--- src/hspc_pkg.sv ---
/*
  constants, register map and carrier types of the pulse counter.
  assumes one 125 MHz clock and a byte-addressed plain register port.
*/
// Summary of operation
// - count only from four dedicated inputs, 20 kHz
// - never fed from expansion module inputs
// - eight mode values 0-7; modes 6-7 count as modes 2-3
// - running count is 32-bit signed
// - counting logic runs independent of processor
// - raise handler requests on presets and limits
// - drive output bits directly from count events
// - file presents 36 bit, word, long sub-elements
// - low preset and underflow only modes 2-7
// - reached and down flags only modes 2-7
// - count, presets, patterns writable while running
// - output mask, mode, handler file read-only
// - missed flag set by device, software clears
// - values may change while software reads
// - acts as programmable limit switch
// - counting enable holds count, resets cleared
// - load-settings rise checks, loads, keeps counts
// - fault codes 1 file,2 mode,3 high,4 over
// - handler requested only while handler enable set
package hspc_pkg;

  localparam int CLK_HZ       = 125_000_000;
  localparam int MAX_RATE_HZ  = 20_000;
  localparam int NUM_PINS     = 4;
  localparam int NUM_SUBELEMS = 36;

  // register byte addresses, one four-byte word apart
  localparam logic [7:0] ADDR_CTRL  = 8'h00;
  localparam logic [7:0] ADDR_STAT  = 8'h04;
  localparam logic [7:0] ADDR_FAULT = 8'h08;
  localparam logic [7:0] ADDR_PFN   = 8'h0C;
  localparam logic [7:0] ADDR_MODE  = 8'h10;
  localparam logic [7:0] ADDR_ACC   = 8'h14;
  localparam logic [7:0] ADDR_HIP   = 8'h18;
  localparam logic [7:0] ADDR_LOP   = 8'h1C;
  localparam logic [7:0] ADDR_OVF   = 8'h20;
  localparam logic [7:0] ADDR_UNF   = 8'h24;
  localparam logic [7:0] ADDR_OMB   = 8'h28;
  localparam logic [7:0] ADDR_HPO   = 8'h2C;
  localparam logic [7:0] ADDR_LPO   = 8'h30;

  // control register bits
  localparam int C_FE = 0;
  localparam int C_CE = 1;
  localparam int C_SP = 2;
  localparam int C_UIE = 3;
  localparam int C_LPM = 4;
  localparam int C_HPM = 5;
  localparam int C_UFM = 6;
  localparam int C_OFM = 7;
  localparam int C_AS = 8;

  // status register bits, 8 and up are software writable
  localparam int S_UIX = 0;
  localparam int S_UIP = 1;
  localparam int S_ED = 2;
  localparam int S_LPR = 3;
  localparam int S_HPR = 4;
  localparam int S_DIR = 5;
  localparam int S_CD = 6;
  localparam int S_CU = 7;
  localparam int S_UIL = 8;
  localparam int S_LPI = 9;
  localparam int S_HPI = 10;
  localparam int S_UFI = 11;
  localparam int S_OFI = 12;
  localparam int S_UF = 13;
  localparam int S_OF = 14;
  localparam int S_MD = 15;

  localparam logic [15:0] FLT_NONE = 16'h0000;
  localparam logic [15:0] FLT_FILE = 16'h0001;
  localparam logic [15:0] FLT_MODE = 16'h0002;
  localparam logic [15:0] FLT_HIGH = 16'h0003;
  localparam logic [15:0] FLT_OVF  = 16'h0004;

  localparam logic [15:0] PFN_MIN        = 16'h0003;
  localparam logic [15:0] PFN_MAX        = 16'h00FF;
  localparam logic [15:0] MODE_MAX       = 16'h0007;
  localparam logic [15:0] MODE_LOW_FIRST = 16'h0002;

  localparam logic signed [31:0] RST_HIP = 32'sh0000_0000;
  localparam logic signed [31:0] RST_LOP = 32'sh0000_0000;
  localparam logic signed [31:0] RST_OVF = 32'sh7FFF_FFFF;
  localparam logic signed [31:0] RST_UNF = 32'sh8000_0001;

  // stored program settings, loaded on run entry or load-settings
  typedef struct packed {
    logic        autoStart;
    logic [15:0] handlerFile;
    logic [15:0] mode;
    logic [15:0] outMask;
  } hspc_cfg_t;

  typedef struct packed {
    logic up;
    logic down;
    logic zero;
    logic hold;
  } hspc_step_t;

endpackage

--- src/hspc_decoder.sv ---
/*
  input synchroniser and count decoder for the four embedded pins.
  assumes pins are asynchronous and slower than clk by far.
*/
`timescale 1ns/1ps
module hspc_decoder
#(
  parameter int PINS = hspc_pkg::NUM_PINS
)
(
  // clock and reset
  input  wire logic               clk,
  input  wire logic               rst,
  // embedded pins and active mode
  input  wire logic [PINS-1:0]    pinIn,
  input  wire logic [2:0]         mode,
  // decoded step, registered
  output hspc_pkg::hspc_step_t    step
);

  logic [PINS-1:0] s1Q;
  logic [PINS-1:0] s2Q;
  logic [PINS-1:0] s3Q;
  logic [PINS-1:0] rise;
  hspc_pkg::hspc_step_t stepD;

  // four pins only; less cannot serve reset and hold
  if (PINS != 4 || hspc_pkg::CLK_HZ < 4 * hspc_pkg::MAX_RATE_HZ)
  begin : g_bad
    $error("pin count or clock rate unsupported");
  end

  // only dedicated pins reach here, no expansion path
  always_ff @(posedge clk)
  begin
    if (rst)
    begin
      s1Q <= '0;
      s2Q <= '0;
      s3Q <= '0;
    end
    else
    begin
      s1Q <= pinIn;
      s2Q <= s1Q;
      s3Q <= s2Q;
    end
  end

  assign rise = s2Q & ~s3Q;

  // odd modes add reset on pin 2 and hold on pin 3
  always_comb
  begin
    stepD      = '0;
    stepD.hold = mode[0] & s2Q[3];
    stepD.zero = mode[0] & rise[2];
    case (mode[2:1])
      2'b00:
      begin
        stepD.up = rise[0];
      end
      2'b01:
      begin
        stepD.up   = rise[0] & ~s2Q[1];
        stepD.down = rise[0] & s2Q[1];
      end
      2'b10:
      begin
        stepD.up   = rise[0] & ~rise[1];
        stepD.down = rise[1] & ~rise[0];
      end
      2'b11:
      begin
        stepD.up   = rise[0] & ~s2Q[1];
        stepD.down = rise[0] & s2Q[1];
      end
      default:
      begin
        stepD.up = 1'b0;
      end
    endcase
  end

  always_ff @(posedge clk)
  begin
    if (rst)
      step <= '0;
    else
      step <= stepD;
  end

  AST_ONE_WAY: assert property (@(posedge clk) disable iff (rst)
    step.up |-> !step.down && $past(s2Q[0]) == 1'b1)
    else $error("step not one way or not from pin 0 edge");

endmodule

--- src/hspc_top.sv ---
/*
  pulse counter core: accumulator, presets, limit outputs, handler
  requests and register file. assumes a plain register port on clk
  and stored settings presented steadily on cfgIn.
*/
`timescale 1ns/1ps
module hspc_top
(
  // clock and reset
  input  wire logic                 clk,
  input  wire logic                 rst,
  // register port
  input  wire logic [7:0]           regAddr,
  input  wire logic [31:0]          regWdata,
  input  wire logic                 regWr,
  input  wire logic                 regRd,
  output logic      [31:0]          regRdata,
  // embedded count pins
  input  wire logic [3:0]           countPins,
  // controller state and stored settings
  input  wire logic                 controllerRun,
  input  wire hspc_pkg::hspc_cfg_t  cfgIn,
  // handler request
  output logic                      handlerReq,
  output logic      [15:0]          handlerFile,
  input  wire logic                 handlerAck,
  input  wire logic                 handlerDone,
  // direct outputs
  output logic      [15:0]          outBits
);

  logic fnOnQ, cntOnQ, loadQ, hEnQ, lpmQ, hpmQ, ufmQ, ofmQ;
  logic spPrevQ, runQ, waitQ, execQ, missQ;
  logic lpiQ, hpiQ, ufiQ, ofiQ, ufQ, ofQ, mdQ;
  logic lpHitQ, hpHitQ, dirQ, cuQ, cdQ;
  logic [15:0] faultQ;
  logic [15:0] outQ;
  logic [15:0] hpoQ;
  logic [15:0] lpoQ;
  logic signed [31:0] accQ, accD, hipQ, lopQ, ovfQ, unfQ;
  hspc_pkg::hspc_cfg_t activeQ;
  hspc_pkg::hspc_step_t step;
  logic [31:0] rdD;
  logic [15:0] chk;
  logic wrCtrl, wrStat, wrAcc, spRise, runRise, loadEvt;
  logic lowModes, running, doUp, doDown;
  logic topWrap, botWrap, hpEvt, lpEvt, modeDone;
  logic irqLp, irqHp, irqUf, irqOf, anyIrq;

  // settings check, first failing test wins
  function automatic logic [15:0] checkCfg(
    input hspc_pkg::hspc_cfg_t c,
    input logic signed [31:0]  high_limit_value,
    input logic signed [31:0]  low_limit_value,
    input logic signed [31:0]  ovf);
    logic lowPreset;
    lowPreset = c.mode >= hspc_pkg::MODE_LOW_FIRST;
    if (c.handlerFile < hspc_pkg::PFN_MIN ||
        c.handlerFile > hspc_pkg::PFN_MAX)
      return hspc_pkg::FLT_FILE;
    if (c.mode > hspc_pkg::MODE_MAX)
      return hspc_pkg::FLT_MODE;
    if (lowPreset ? (high_limit_value <= low_limit_value) : (high_limit_value <= 32'sh0000_0000))
      return hspc_pkg::FLT_HIGH;
    if (high_limit_value > ovf)
      return hspc_pkg::FLT_OVF;
    return hspc_pkg::FLT_NONE;
  endfunction

  hspc_decoder #(
    .PINS   (hspc_pkg::NUM_PINS)
  ) u_dec (
    .clk    (clk),
    .rst    (rst),
    .pinIn  (countPins),
    .mode   (activeQ.mode[2:0]),
    .step   (step)
  );

  assign wrCtrl  = regWr && regAddr == hspc_pkg::ADDR_CTRL;
  assign wrStat  = regWr && regAddr == hspc_pkg::ADDR_STAT;
  assign wrAcc   = regWr && regAddr == hspc_pkg::ADDR_ACC;
  assign spRise  = loadQ & ~spPrevQ;
  assign runRise = controllerRun & ~runQ;
  assign loadEvt = spRise | runRise;
  assign chk     = checkCfg(cfgIn, hipQ, lopQ, ovfQ);
  assign lowModes = activeQ.mode >= hspc_pkg::MODE_LOW_FIRST;
  // counts on its own every cycle, no software pacing
  assign running = cntOnQ && controllerRun &&
                   faultQ == hspc_pkg::FLT_NONE;
  assign doUp    = running & step.up & ~step.hold;
  assign doDown  = running & step.down & ~step.hold;

  // control bits; counting enable and the rest reset cleared
  always_ff @(posedge clk)
  begin
    if (rst)
    begin
      fnOnQ  <= 1'b0;
      cntOnQ <= 1'b0;
      loadQ  <= 1'b0;
      hEnQ   <= 1'b0;
      lpmQ   <= 1'b0;
      hpmQ   <= 1'b0;
      ufmQ   <= 1'b0;
      ofmQ   <= 1'b0;
    end
    else
    begin
      if (wrCtrl)
      begin
        fnOnQ  <= regWdata[hspc_pkg::C_FE];
        cntOnQ <= regWdata[hspc_pkg::C_CE];
        loadQ  <= regWdata[hspc_pkg::C_SP];
        hEnQ   <= regWdata[hspc_pkg::C_UIE];
        lpmQ   <= regWdata[hspc_pkg::C_LPM];
        hpmQ   <= regWdata[hspc_pkg::C_HPM];
        ufmQ   <= regWdata[hspc_pkg::C_UFM];
        ofmQ   <= regWdata[hspc_pkg::C_OFM];
      end
      if (runRise && cfgIn.autoStart)
        fnOnQ <= 1'b1;
    end
  end

  always_ff @(posedge clk)
  begin
    if (rst)
    begin
      spPrevQ <= 1'b0;
      runQ    <= 1'b0;
    end
    else
    begin
      spPrevQ <= loadQ;
      runQ    <= controllerRun;
    end
  end

  // settings load; the accumulator is untouched so no count is lost
  always_ff @(posedge clk)
  begin
    if (rst)
    begin
      faultQ  <= hspc_pkg::FLT_NONE;
      activeQ <= '0;
    end
    else if (loadEvt)
    begin
      faultQ <= chk;
      if (chk == hspc_pkg::FLT_NONE)
        activeQ <= cfgIn;
    end
  end

  // presets and patterns stay writable while counting
  always_ff @(posedge clk)
  begin
    if (rst)
    begin
      hipQ <= hspc_pkg::RST_HIP;
      lopQ <= hspc_pkg::RST_LOP;
      ovfQ <= hspc_pkg::RST_OVF;
      unfQ <= hspc_pkg::RST_UNF;
      hpoQ <= '0;
      lpoQ <= '0;
    end
    else if (regWr)
    begin
      case (regAddr)
        hspc_pkg::ADDR_HIP: hipQ <= regWdata;
        hspc_pkg::ADDR_LOP: lopQ <= regWdata;
        hspc_pkg::ADDR_OVF: ovfQ <= regWdata;
        hspc_pkg::ADDR_UNF: unfQ <= regWdata;
        hspc_pkg::ADDR_HPO: hpoQ <= regWdata[15:0];
        hspc_pkg::ADDR_LPO: lpoQ <= regWdata[15:0];
        default: hpoQ <= hpoQ;
      endcase
    end
  end

  // next count with wrap at the setpoints
  always_comb
  begin
    accD     = accQ;
    topWrap  = 1'b0;
    botWrap  = 1'b0;
    modeDone = 1'b0;
    if (running && step.zero)
      accD = 32'sh0000_0000;
    else if (doUp)
    begin
      if (accQ == ovfQ)
      begin
        accD    = unfQ;
        topWrap = 1'b1;
      end
      else
        accD = accQ + 32'sh0000_0001;
    end
    else if (doDown)
    begin
      if (accQ == unfQ)
      begin
        accD    = ovfQ;
        botWrap = lowModes;
      end
      else
        accD = accQ - 32'sh0000_0001;
    end
    hpEvt = (doUp | doDown) && !topWrap && !botWrap && accD == hipQ;
    lpEvt = lowModes && (doUp | doDown) && !topWrap && !botWrap &&
            accD == lopQ;
    // modes 0 and 1 restart from zero at the high preset
    if (hpEvt && !lowModes)
    begin
      modeDone = 1'b1;
      accD     = 32'sh0000_0000;
    end
  end

  // software write wins over a step in the same cycle
  always_ff @(posedge clk)
  begin
    if (rst)
      accQ <= 32'sh0000_0000;
    else if (wrAcc)
      accQ <= regWdata;
    else
      accQ <= accD;
  end

  // direction and reached flags follow the count
  always_ff @(posedge clk)
  begin
    if (rst)
    begin
      dirQ   <= 1'b0;
      cuQ    <= 1'b0;
      cdQ    <= 1'b0;
      lpHitQ <= 1'b0;
      hpHitQ <= 1'b0;
    end
    else
    begin
      if (doUp | doDown)
      begin
        dirQ <= doDown;
        cuQ  <= doUp;
      end
      // cleared outside modes 2 to 7 so a stale down never lingers
      cdQ <= lowModes & ((doUp | doDown) ? doDown : cdQ);
      hpHitQ <= lowModes && accQ >= hipQ;
      lpHitQ <= lowModes && accQ <= lopQ;
    end
  end

  // limit switch outputs: patterns pass where the mask allows
  always_ff @(posedge clk)
  begin
    if (rst)
      outQ <= '0;
    else if (hpEvt)
      outQ <= (outQ & ~activeQ.outMask) |
              (hpoQ & activeQ.outMask);
    else if (lpEvt)
      outQ <= (outQ & ~activeQ.outMask) | (lpoQ & activeQ.outMask);
  end

  assign outBits = outQ;

  assign irqLp  = lpEvt & lpmQ;
  assign irqHp  = hpEvt & hpmQ;
  assign irqUf  = botWrap & ufmQ;
  assign irqOf  = topWrap & ofmQ;
  assign anyIrq = hEnQ && fnOnQ &&
                  (irqLp | irqHp | irqUf | irqOf);

  // handler handshake; a request while one is open is missed
  always_ff @(posedge clk)
  begin
    if (rst)
    begin
      waitQ <= 1'b0;
      execQ <= 1'b0;
    end
    else
    begin
      waitQ <= (waitQ & ~handlerAck) | (anyIrq & ~waitQ & ~execQ);
      execQ <= (execQ & ~handlerDone) | (handlerAck & waitQ);
    end
  end

  assign handlerReq  = waitQ;
  assign handlerFile = activeQ.handlerFile;

  // sticky status bits: hardware set wins over software write
  always_ff @(posedge clk)
  begin
    if (rst)
    begin
      missQ <= 1'b0;
      lpiQ  <= 1'b0;
      hpiQ  <= 1'b0;
      ufiQ  <= 1'b0;
      ofiQ  <= 1'b0;
      ufQ   <= 1'b0;
      ofQ   <= 1'b0;
      mdQ   <= 1'b0;
    end
    else
    begin
      missQ <= (wrStat ? regWdata[hspc_pkg::S_UIL] : missQ) |
               (anyIrq & (waitQ | execQ));
      lpiQ <= (wrStat ? regWdata[hspc_pkg::S_LPI] : lpiQ) | irqLp;
      hpiQ <= (wrStat ? regWdata[hspc_pkg::S_HPI] : hpiQ) | irqHp;
      ufiQ <= (wrStat ? regWdata[hspc_pkg::S_UFI] : ufiQ) | irqUf;
      ofiQ <= (wrStat ? regWdata[hspc_pkg::S_OFI] : ofiQ) | irqOf;
      ufQ  <= (wrStat ? regWdata[hspc_pkg::S_UF] : ufQ) | botWrap;
      ofQ  <= (wrStat ? regWdata[hspc_pkg::S_OF] : ofQ) | topWrap;
      mdQ  <= (wrStat ? regWdata[hspc_pkg::S_MD] : mdQ) | modeDone;
    end
  end

  // read mux; live values, a read may see a count in motion
  always_comb
  begin
    rdD = '0;
    case (regAddr)
      hspc_pkg::ADDR_CTRL:
      begin
        rdD[hspc_pkg::C_FE]  = fnOnQ;
        rdD[hspc_pkg::C_CE]  = cntOnQ;
        rdD[hspc_pkg::C_SP]  = loadQ;
        rdD[hspc_pkg::C_UIE] = hEnQ;
        rdD[hspc_pkg::C_LPM] = lpmQ;
        rdD[hspc_pkg::C_HPM] = hpmQ;
        rdD[hspc_pkg::C_UFM] = ufmQ;
        rdD[hspc_pkg::C_OFM] = ofmQ;
        rdD[hspc_pkg::C_AS]  = activeQ.autoStart;
      end
      hspc_pkg::ADDR_STAT:
      begin
        rdD[hspc_pkg::S_UIX] = execQ;
        rdD[hspc_pkg::S_UIP] = waitQ;
        rdD[hspc_pkg::S_ED]  = faultQ != hspc_pkg::FLT_NONE;
        rdD[hspc_pkg::S_LPR] = lpHitQ;
        rdD[hspc_pkg::S_HPR] = hpHitQ;
        rdD[hspc_pkg::S_DIR] = dirQ;
        rdD[hspc_pkg::S_CD]  = cdQ;
        rdD[hspc_pkg::S_CU]  = cuQ;
        rdD[hspc_pkg::S_UIL] = missQ;
        rdD[hspc_pkg::S_LPI] = lpiQ;
        rdD[hspc_pkg::S_HPI] = hpiQ;
        rdD[hspc_pkg::S_UFI] = ufiQ;
        rdD[hspc_pkg::S_OFI] = ofiQ;
        rdD[hspc_pkg::S_UF]  = ufQ;
        rdD[hspc_pkg::S_OF]  = ofQ;
        rdD[hspc_pkg::S_MD]  = mdQ;
      end
      hspc_pkg::ADDR_FAULT: rdD[15:0] = faultQ;
      hspc_pkg::ADDR_PFN:   rdD[15:0] = activeQ.handlerFile;
      hspc_pkg::ADDR_MODE:  rdD[15:0] = activeQ.mode;
      hspc_pkg::ADDR_ACC:   rdD = accQ;
      hspc_pkg::ADDR_HIP:   rdD = hipQ;
      hspc_pkg::ADDR_LOP:   rdD = lopQ;
      hspc_pkg::ADDR_OVF:   rdD = ovfQ;
      hspc_pkg::ADDR_UNF:   rdD = unfQ;
      hspc_pkg::ADDR_OMB:   rdD[15:0] = activeQ.outMask;
      hspc_pkg::ADDR_HPO:   rdD[15:0] = hpoQ;
      hspc_pkg::ADDR_LPO:   rdD[15:0] = lpoQ;
      default:              rdD = '0;
    endcase
  end

  always_ff @(posedge clk)
  begin
    if (rst)
      regRdata <= '0;
    else if (regRd)
      regRdata <= rdD;
  end

  AST_HOLD_WHEN_OFF: assert property (@(posedge clk) disable iff (rst)
    !cntOnQ && !wrAcc |=> accQ == $past(accQ))
    else $error("count moved while counting disabled");

  AST_BAD_MODE: assert property (@(posedge clk) disable iff (rst)
    loadEvt && cfgIn.handlerFile >= hspc_pkg::PFN_MIN &&
    cfgIn.handlerFile <= hspc_pkg::PFN_MAX &&
    cfgIn.mode > hspc_pkg::MODE_MAX |=> faultQ == hspc_pkg::FLT_MODE)
    else $error("bad mode not reported as code 2");

  AST_IRQ_NEEDS_ENABLE: assert property (@(posedge clk) disable iff (rst)
    $rose(waitQ) |-> $past(hEnQ) && $past(fnOnQ))
    else $error("handler requested without enable");

  AST_MISSED: assert property (@(posedge clk) disable iff (rst)
    anyIrq && execQ |=> missQ && !$rose(waitQ))
    else $error("request during handler not flagged missed");

  AST_LOW_ONLY_MODES: assert property (@(posedge clk) disable iff (rst)
    lpHitQ || cdQ |-> $past(activeQ.mode) >= hspc_pkg::MODE_LOW_FIRST)
    else $error("low flags set outside modes 2 to 7");

  AST_HIGH_OUTPUT: assert property (@(posedge clk) disable iff (rst)
    hpEvt |=> outBits == (($past(outQ) & ~$past(activeQ.outMask)) |
                          ($past(hpoQ) & $past(activeQ.outMask))))
    else $error("high preset pattern not driven next cycle");

  AST_TOP_WRAP: assert property (@(posedge clk) disable iff (rst)
    doUp && !wrAcc && !step.zero && accQ == ovfQ |=>
    accQ == $past(unfQ) && ofQ)
    else $error("overflow did not wrap to underflow value");

endmodule

--- config.mk ---
export PLATFORM = sky130hd
export DESIGN_NAME = hspc_top
export DESIGN_NICKNAME = d
export VERILOG_FILES = /design/src/hspc_pkg.sv /design/src/hspc_decoder.sv /design/src/hspc_top.sv
export SDC_FILE = /design/constraint.sdc
export NUM_CORES = 1
export LEC_CHECK = 0
export BUFFER_PORTS_ARGS = -buffer_cell sky130_fd_sc_hd__buf_2
export CAP_MARGIN = 30
export CORE_ASPECT_RATIO = 1.5
export CORE_MARGIN = 1
export CORE_UTILIZATION = 50
export CTS_CLUSTER_SIZE = 28
export DETAILED_ROUTE_END_ITERATION = 10
export PLACE_DENSITY_LB_ADDON = 0.3
export SYNTH_ARGS = -nofsm -noshare
export SYNTH_HDL_FRONTEND = slang
export SYNTH_SLANG_ARGS = --single-unit
--- constraint.sdc ---
create_clock -name clk -period 5.9 [get_ports clk]
set_input_delay 0.295 -clock clk [delete_from_list [all_inputs] [get_ports clk]]
set_output_delay 0.295 -clock clk [all_outputs]
set_load 0.01 [all_outputs]
==> flow_summary_export.csv <==
group,metric,value,unit
run_status,status,"complete, but fails checks",
run_status,violations,"negative hold slack",
worst_setup_path,startpoint_type,"flip-flop",
drt,drt_iter0_drc,3076,
sta,period_needed,5.75,ns
synthesis,synth.yosys.warnings,0,
clocking,ctsLongestPathBuffers,3,
placed_design,gp_congestion,1.12,
sta,fin_skew,0.0506,ns
floorplan,initial_core_util,51.0,%
floorplan,fp.dieW,171,µm
sta,finalHoldViolations,4,
power,p_sw,1.18,mW
cells_and_area,most-common-layout-cells,"431 x nand2_1, 332 x dfxtp_1, 296 x a21oi_1, 165 x buf_2, 130 x ha_1",
worst_setup_path,path_buf_inv,3,
worst_setup_path,reg2reg_from,"unfQ[27]",
global_routing,antenna_found_initial,2,
cells_and_area,area_growth,14.7,%
drt,dr.max_layer_used,"met5",
synthesis,synth_area_per_cell,7.79,µm²
worst_setup_path,crit_fanout,17,
power,clkPwrFrac,47.7,%
cells_and_area,final_common_cell,"nand2_1",
worst_setup_path,worstPathRequired,6.34,ns
clocking,clock_latency,0.59,ns
hold_path,hold_class,"in2reg",
clocking,clock-sinks,332,
global_routing,grt_pass1_vias,23200,
sta,fmax,0.174,GHz
clocking,hold_buffers,25,
placed_design,port_buffers,164,
drt,num_vias,24200,
power,intPower,3.59,mW
cells_and_area,drive_above_1_share,14.5,%
synthesis,synth_nets,2986,
clocking,cts-root-buf,"clkbuf_16",
power,p_leak,9.93,nW
power,p_per_area,194,nW/µm²
sta,post-route-period-util,97.5,%
hold_path,hp-start,"regWdata[31]",
sta,final_max_slew_viol_count,0,
clocking,htreeDepth,2,
worst_setup_path,cp_slowest_cell,"or4_1",
power,peakVddDrop,275,µV
cells_and_area,num-nets-final,3119,
clocking,cts_tree,"built",
drt,wire_per_inst,32.2,µm
power,swShare,24.8,%
floorplan,dieArea,43800,µm²
floorplan,pin_count,165,
worst_setup_path,cp_cell_sequence,"xnor2_1 -> nand4_1 -> or4_1 -> nor2_2 -> buf_4 -> o21ai_0 -> a221oi_1 -> xnor2_1 -> buf_4 -> nand4_1 -> or4_4 -> or2_1 -> buf_12 -> mux2i_1 -> a311oi_1",
placed_design,dpl.hpwl,80800,µm
worst_setup_path,cp-startpoint,"unfQ[27]",
drt,met3WireLength,11800,µm
synthesis,synth-seq-area-share,31.0,%
drt,drcViolationCount,0,
drt,vias_per_cell,6.95,
sta,setup_tns,0,ns
worst_setup_path,worst_ep_arrival_time,6.19,ns
worst_setup_path,critPathTopFamily,"simple AND/OR/NAND/NOR gates",
drt,wl_met2,49500,µm
sta,max_slew_margin,22.1,%
clocking,postCtsSetupBuffers,0,
job,max_cap_violations,0,
drt,wl_met1,36500,µm
drt,drt.antenna.violating_nets,0,
clocking,cts_resized,0,
power,p_comb_share,4.9,%
floorplan,dieHeight,256,µm
global_routing,grt_usage,51.4,%
worst_setup_path,worstSetupPathType,"reg2reg",
sta,tightest_slew,1.16,ns
worst_setup_path,slowest_delay,0.72,ns
synthesis,synthArstFlopShare,0,%
synthesis,yosysUniqueCellTypes,83,
global_routing,grt_max_degree,156,
drt,firstDrtPassIters,8,
clocking,numCtsBuffers,34,
sta,rsz0062_at_grt,"no",
floorplan,fp.coreArea,42100,µm²
synthesis,synth_seq_cells,332,
clocking,path_clk_slew,0.06,ns
synthesis,synth-edff-count,0,
drt,drt-total-wl,112000,µm
sta,hold_ws,-0.00556,ns
synthesis,syn_area,21500,µm²
sta,setup_viol,0,
floorplan,rows,92,
global_routing,grt_pass1_wl,162000,µm
power,p_seq_share,47.4,%
worst_setup_path,worstSetupEndpointType,"flip-flop",
global_routing,grt_overflow,0,
synthesis,syn-instance-count,2756,
synthesis,synth_ff_type,"dfxtp_1",
## area by class of cell
type | instances | area, µm²
antenna | 2 | 5.00
clock buffer | 46 | 977
clock inverter | 13 | 150
fill | 3953 | 17500
inverter | 114 | 428
multi-input combinational | 2079 | 13500
sequential | 332 | 6650
tap | 564 | 706
timing repair buffer | 328 | 2260
## worst paths after layout
kind / endpoint / slack (ns) / depth (start not counted)
setup reg to reg: flip-flop / 0.15 / 15
setup / recovery: flip-flop / 0.15 / 15
hold / removal: lopQ[31] / -0.006 / 3
hold reg to reg: u_dec.step[0] / 0.43 / 2
## cells by family after synthesis
family	after synthesis	share of synthesized area, %
AO/OA/AOI/OAI	721	21.7
flip-flops	332	31.0
adder cells (fa/ha/maj)	130	7.58
XOR/XNOR	151	6.20
multiplexers	41	1.96
AND/OR/NAND/NOR	1036	24.9
buffers and inverters	345	6.74
## metal layers
layer / vias to the layer above / global-route usage, %
li1: 10200 / -
met1: 11400 / 53.6
met2: 1816 / 78.3
met3: 694 / 17.3
met4: 2 / 52.4
met5: - / 0.686
## tightest hold or removal path, stage by stage
cell     delay, ns
buf_2         0.13
nand2_1       0.06
a21oi_1       0.05
## state kept, by name, summed over array words and instances (netlist names), 3 cells and up, named ones only
| register | flops |
|---|---|
| lopQ | 32 |
| hipQ | 32 |
| accQ | 32 |
| u_dec.s1Q | 4 |
| hpoQ | 16 |
| handlerFile | 16 |
| faultQ | 3 |
| u_dec.s2Q | 4 |
| ovfQ | 32 |
| regRdata | 32 |
| lpoQ | 16 |
| activeQ | 33 |
| unfQ | 32 |
| u_dec.s3Q | 3 |
| u_dec.step | 4 |
## power by group through the flow
stage | Clock, mW | Combinational, mW | Sequential (mW)
2_1_floorplan | 0 | 0.104 | 2.31
3_3_place_gp | 0 | 0.201 | 2.31
3_5_place_dp | 0 | 0.204 | 2.31
4_1_cts | 2.27 | 0.218 | 2.26
5_1_grt | 2.37 | 0.242 | 2.26
6_report | 2.28 | 0.235 | 2.26
## per-stage QoR
| stage | std cells | utilization (%) | power [mW] | cell area (µm²) | setup WS, ns |
|---|---|---|---|---|---|
| after floorplan | 2756 | - | 2.42 | 21500 | 1.80 |
| after global placement | 3377 | 54.6 | 2.51 | 23000 | 0.234 |
| after detailed placement | 3381 | 54.8 | 2.52 | 23100 | 0.564 |
| after CTS | 3465 | 58.0 | 4.75 | 24500 | 0.508 |
| after global routing | 3477 | 58.5 | 4.87 | 24600 | 0.0831 |
| final | 3478 | 58.5 | 4.78 | 24600 | 0.147 |
## Yosys cell counts, types with 25 or more instances
cell type | count | share of area, %
nand2_1 | 434 | 7.6
dfxtp_1 | 332 | 31
a21oi_1 | 297 | 6.9
clkbuf_1 | 169 | 3.0
ha_1 | 130 | 7.6
inv_1 | 114 | 2.0
xnor2_1 | 114 | 4.7
nor2_1 | 98 | 1.7
nand4_1 | 89 | 2.6
o21ai_0 | 87 | 2.0
nand3_1 | 77 | 1.8
nand3b_1 | 50 | 1.7
a22oi_1 | 48 | 1.7
nor4_1 | 48 | 1.4
nor3_1 | 46 | 1.1
a221oi_1 | 43 | 1.8
a21o_1 | 40 | 1.4
xor2_1 | 36 | 1.5
mux2i_1 | 33 | 1.5
or3_1 | 32 | 0.93
nor2b_1 | 31 | 0.90
a211oi_1 | 27 | 0.94
buf_2 | 26 | 0.61
a222oi_1 | 25 | 1.2
Power figures use the tool's default switching activity.
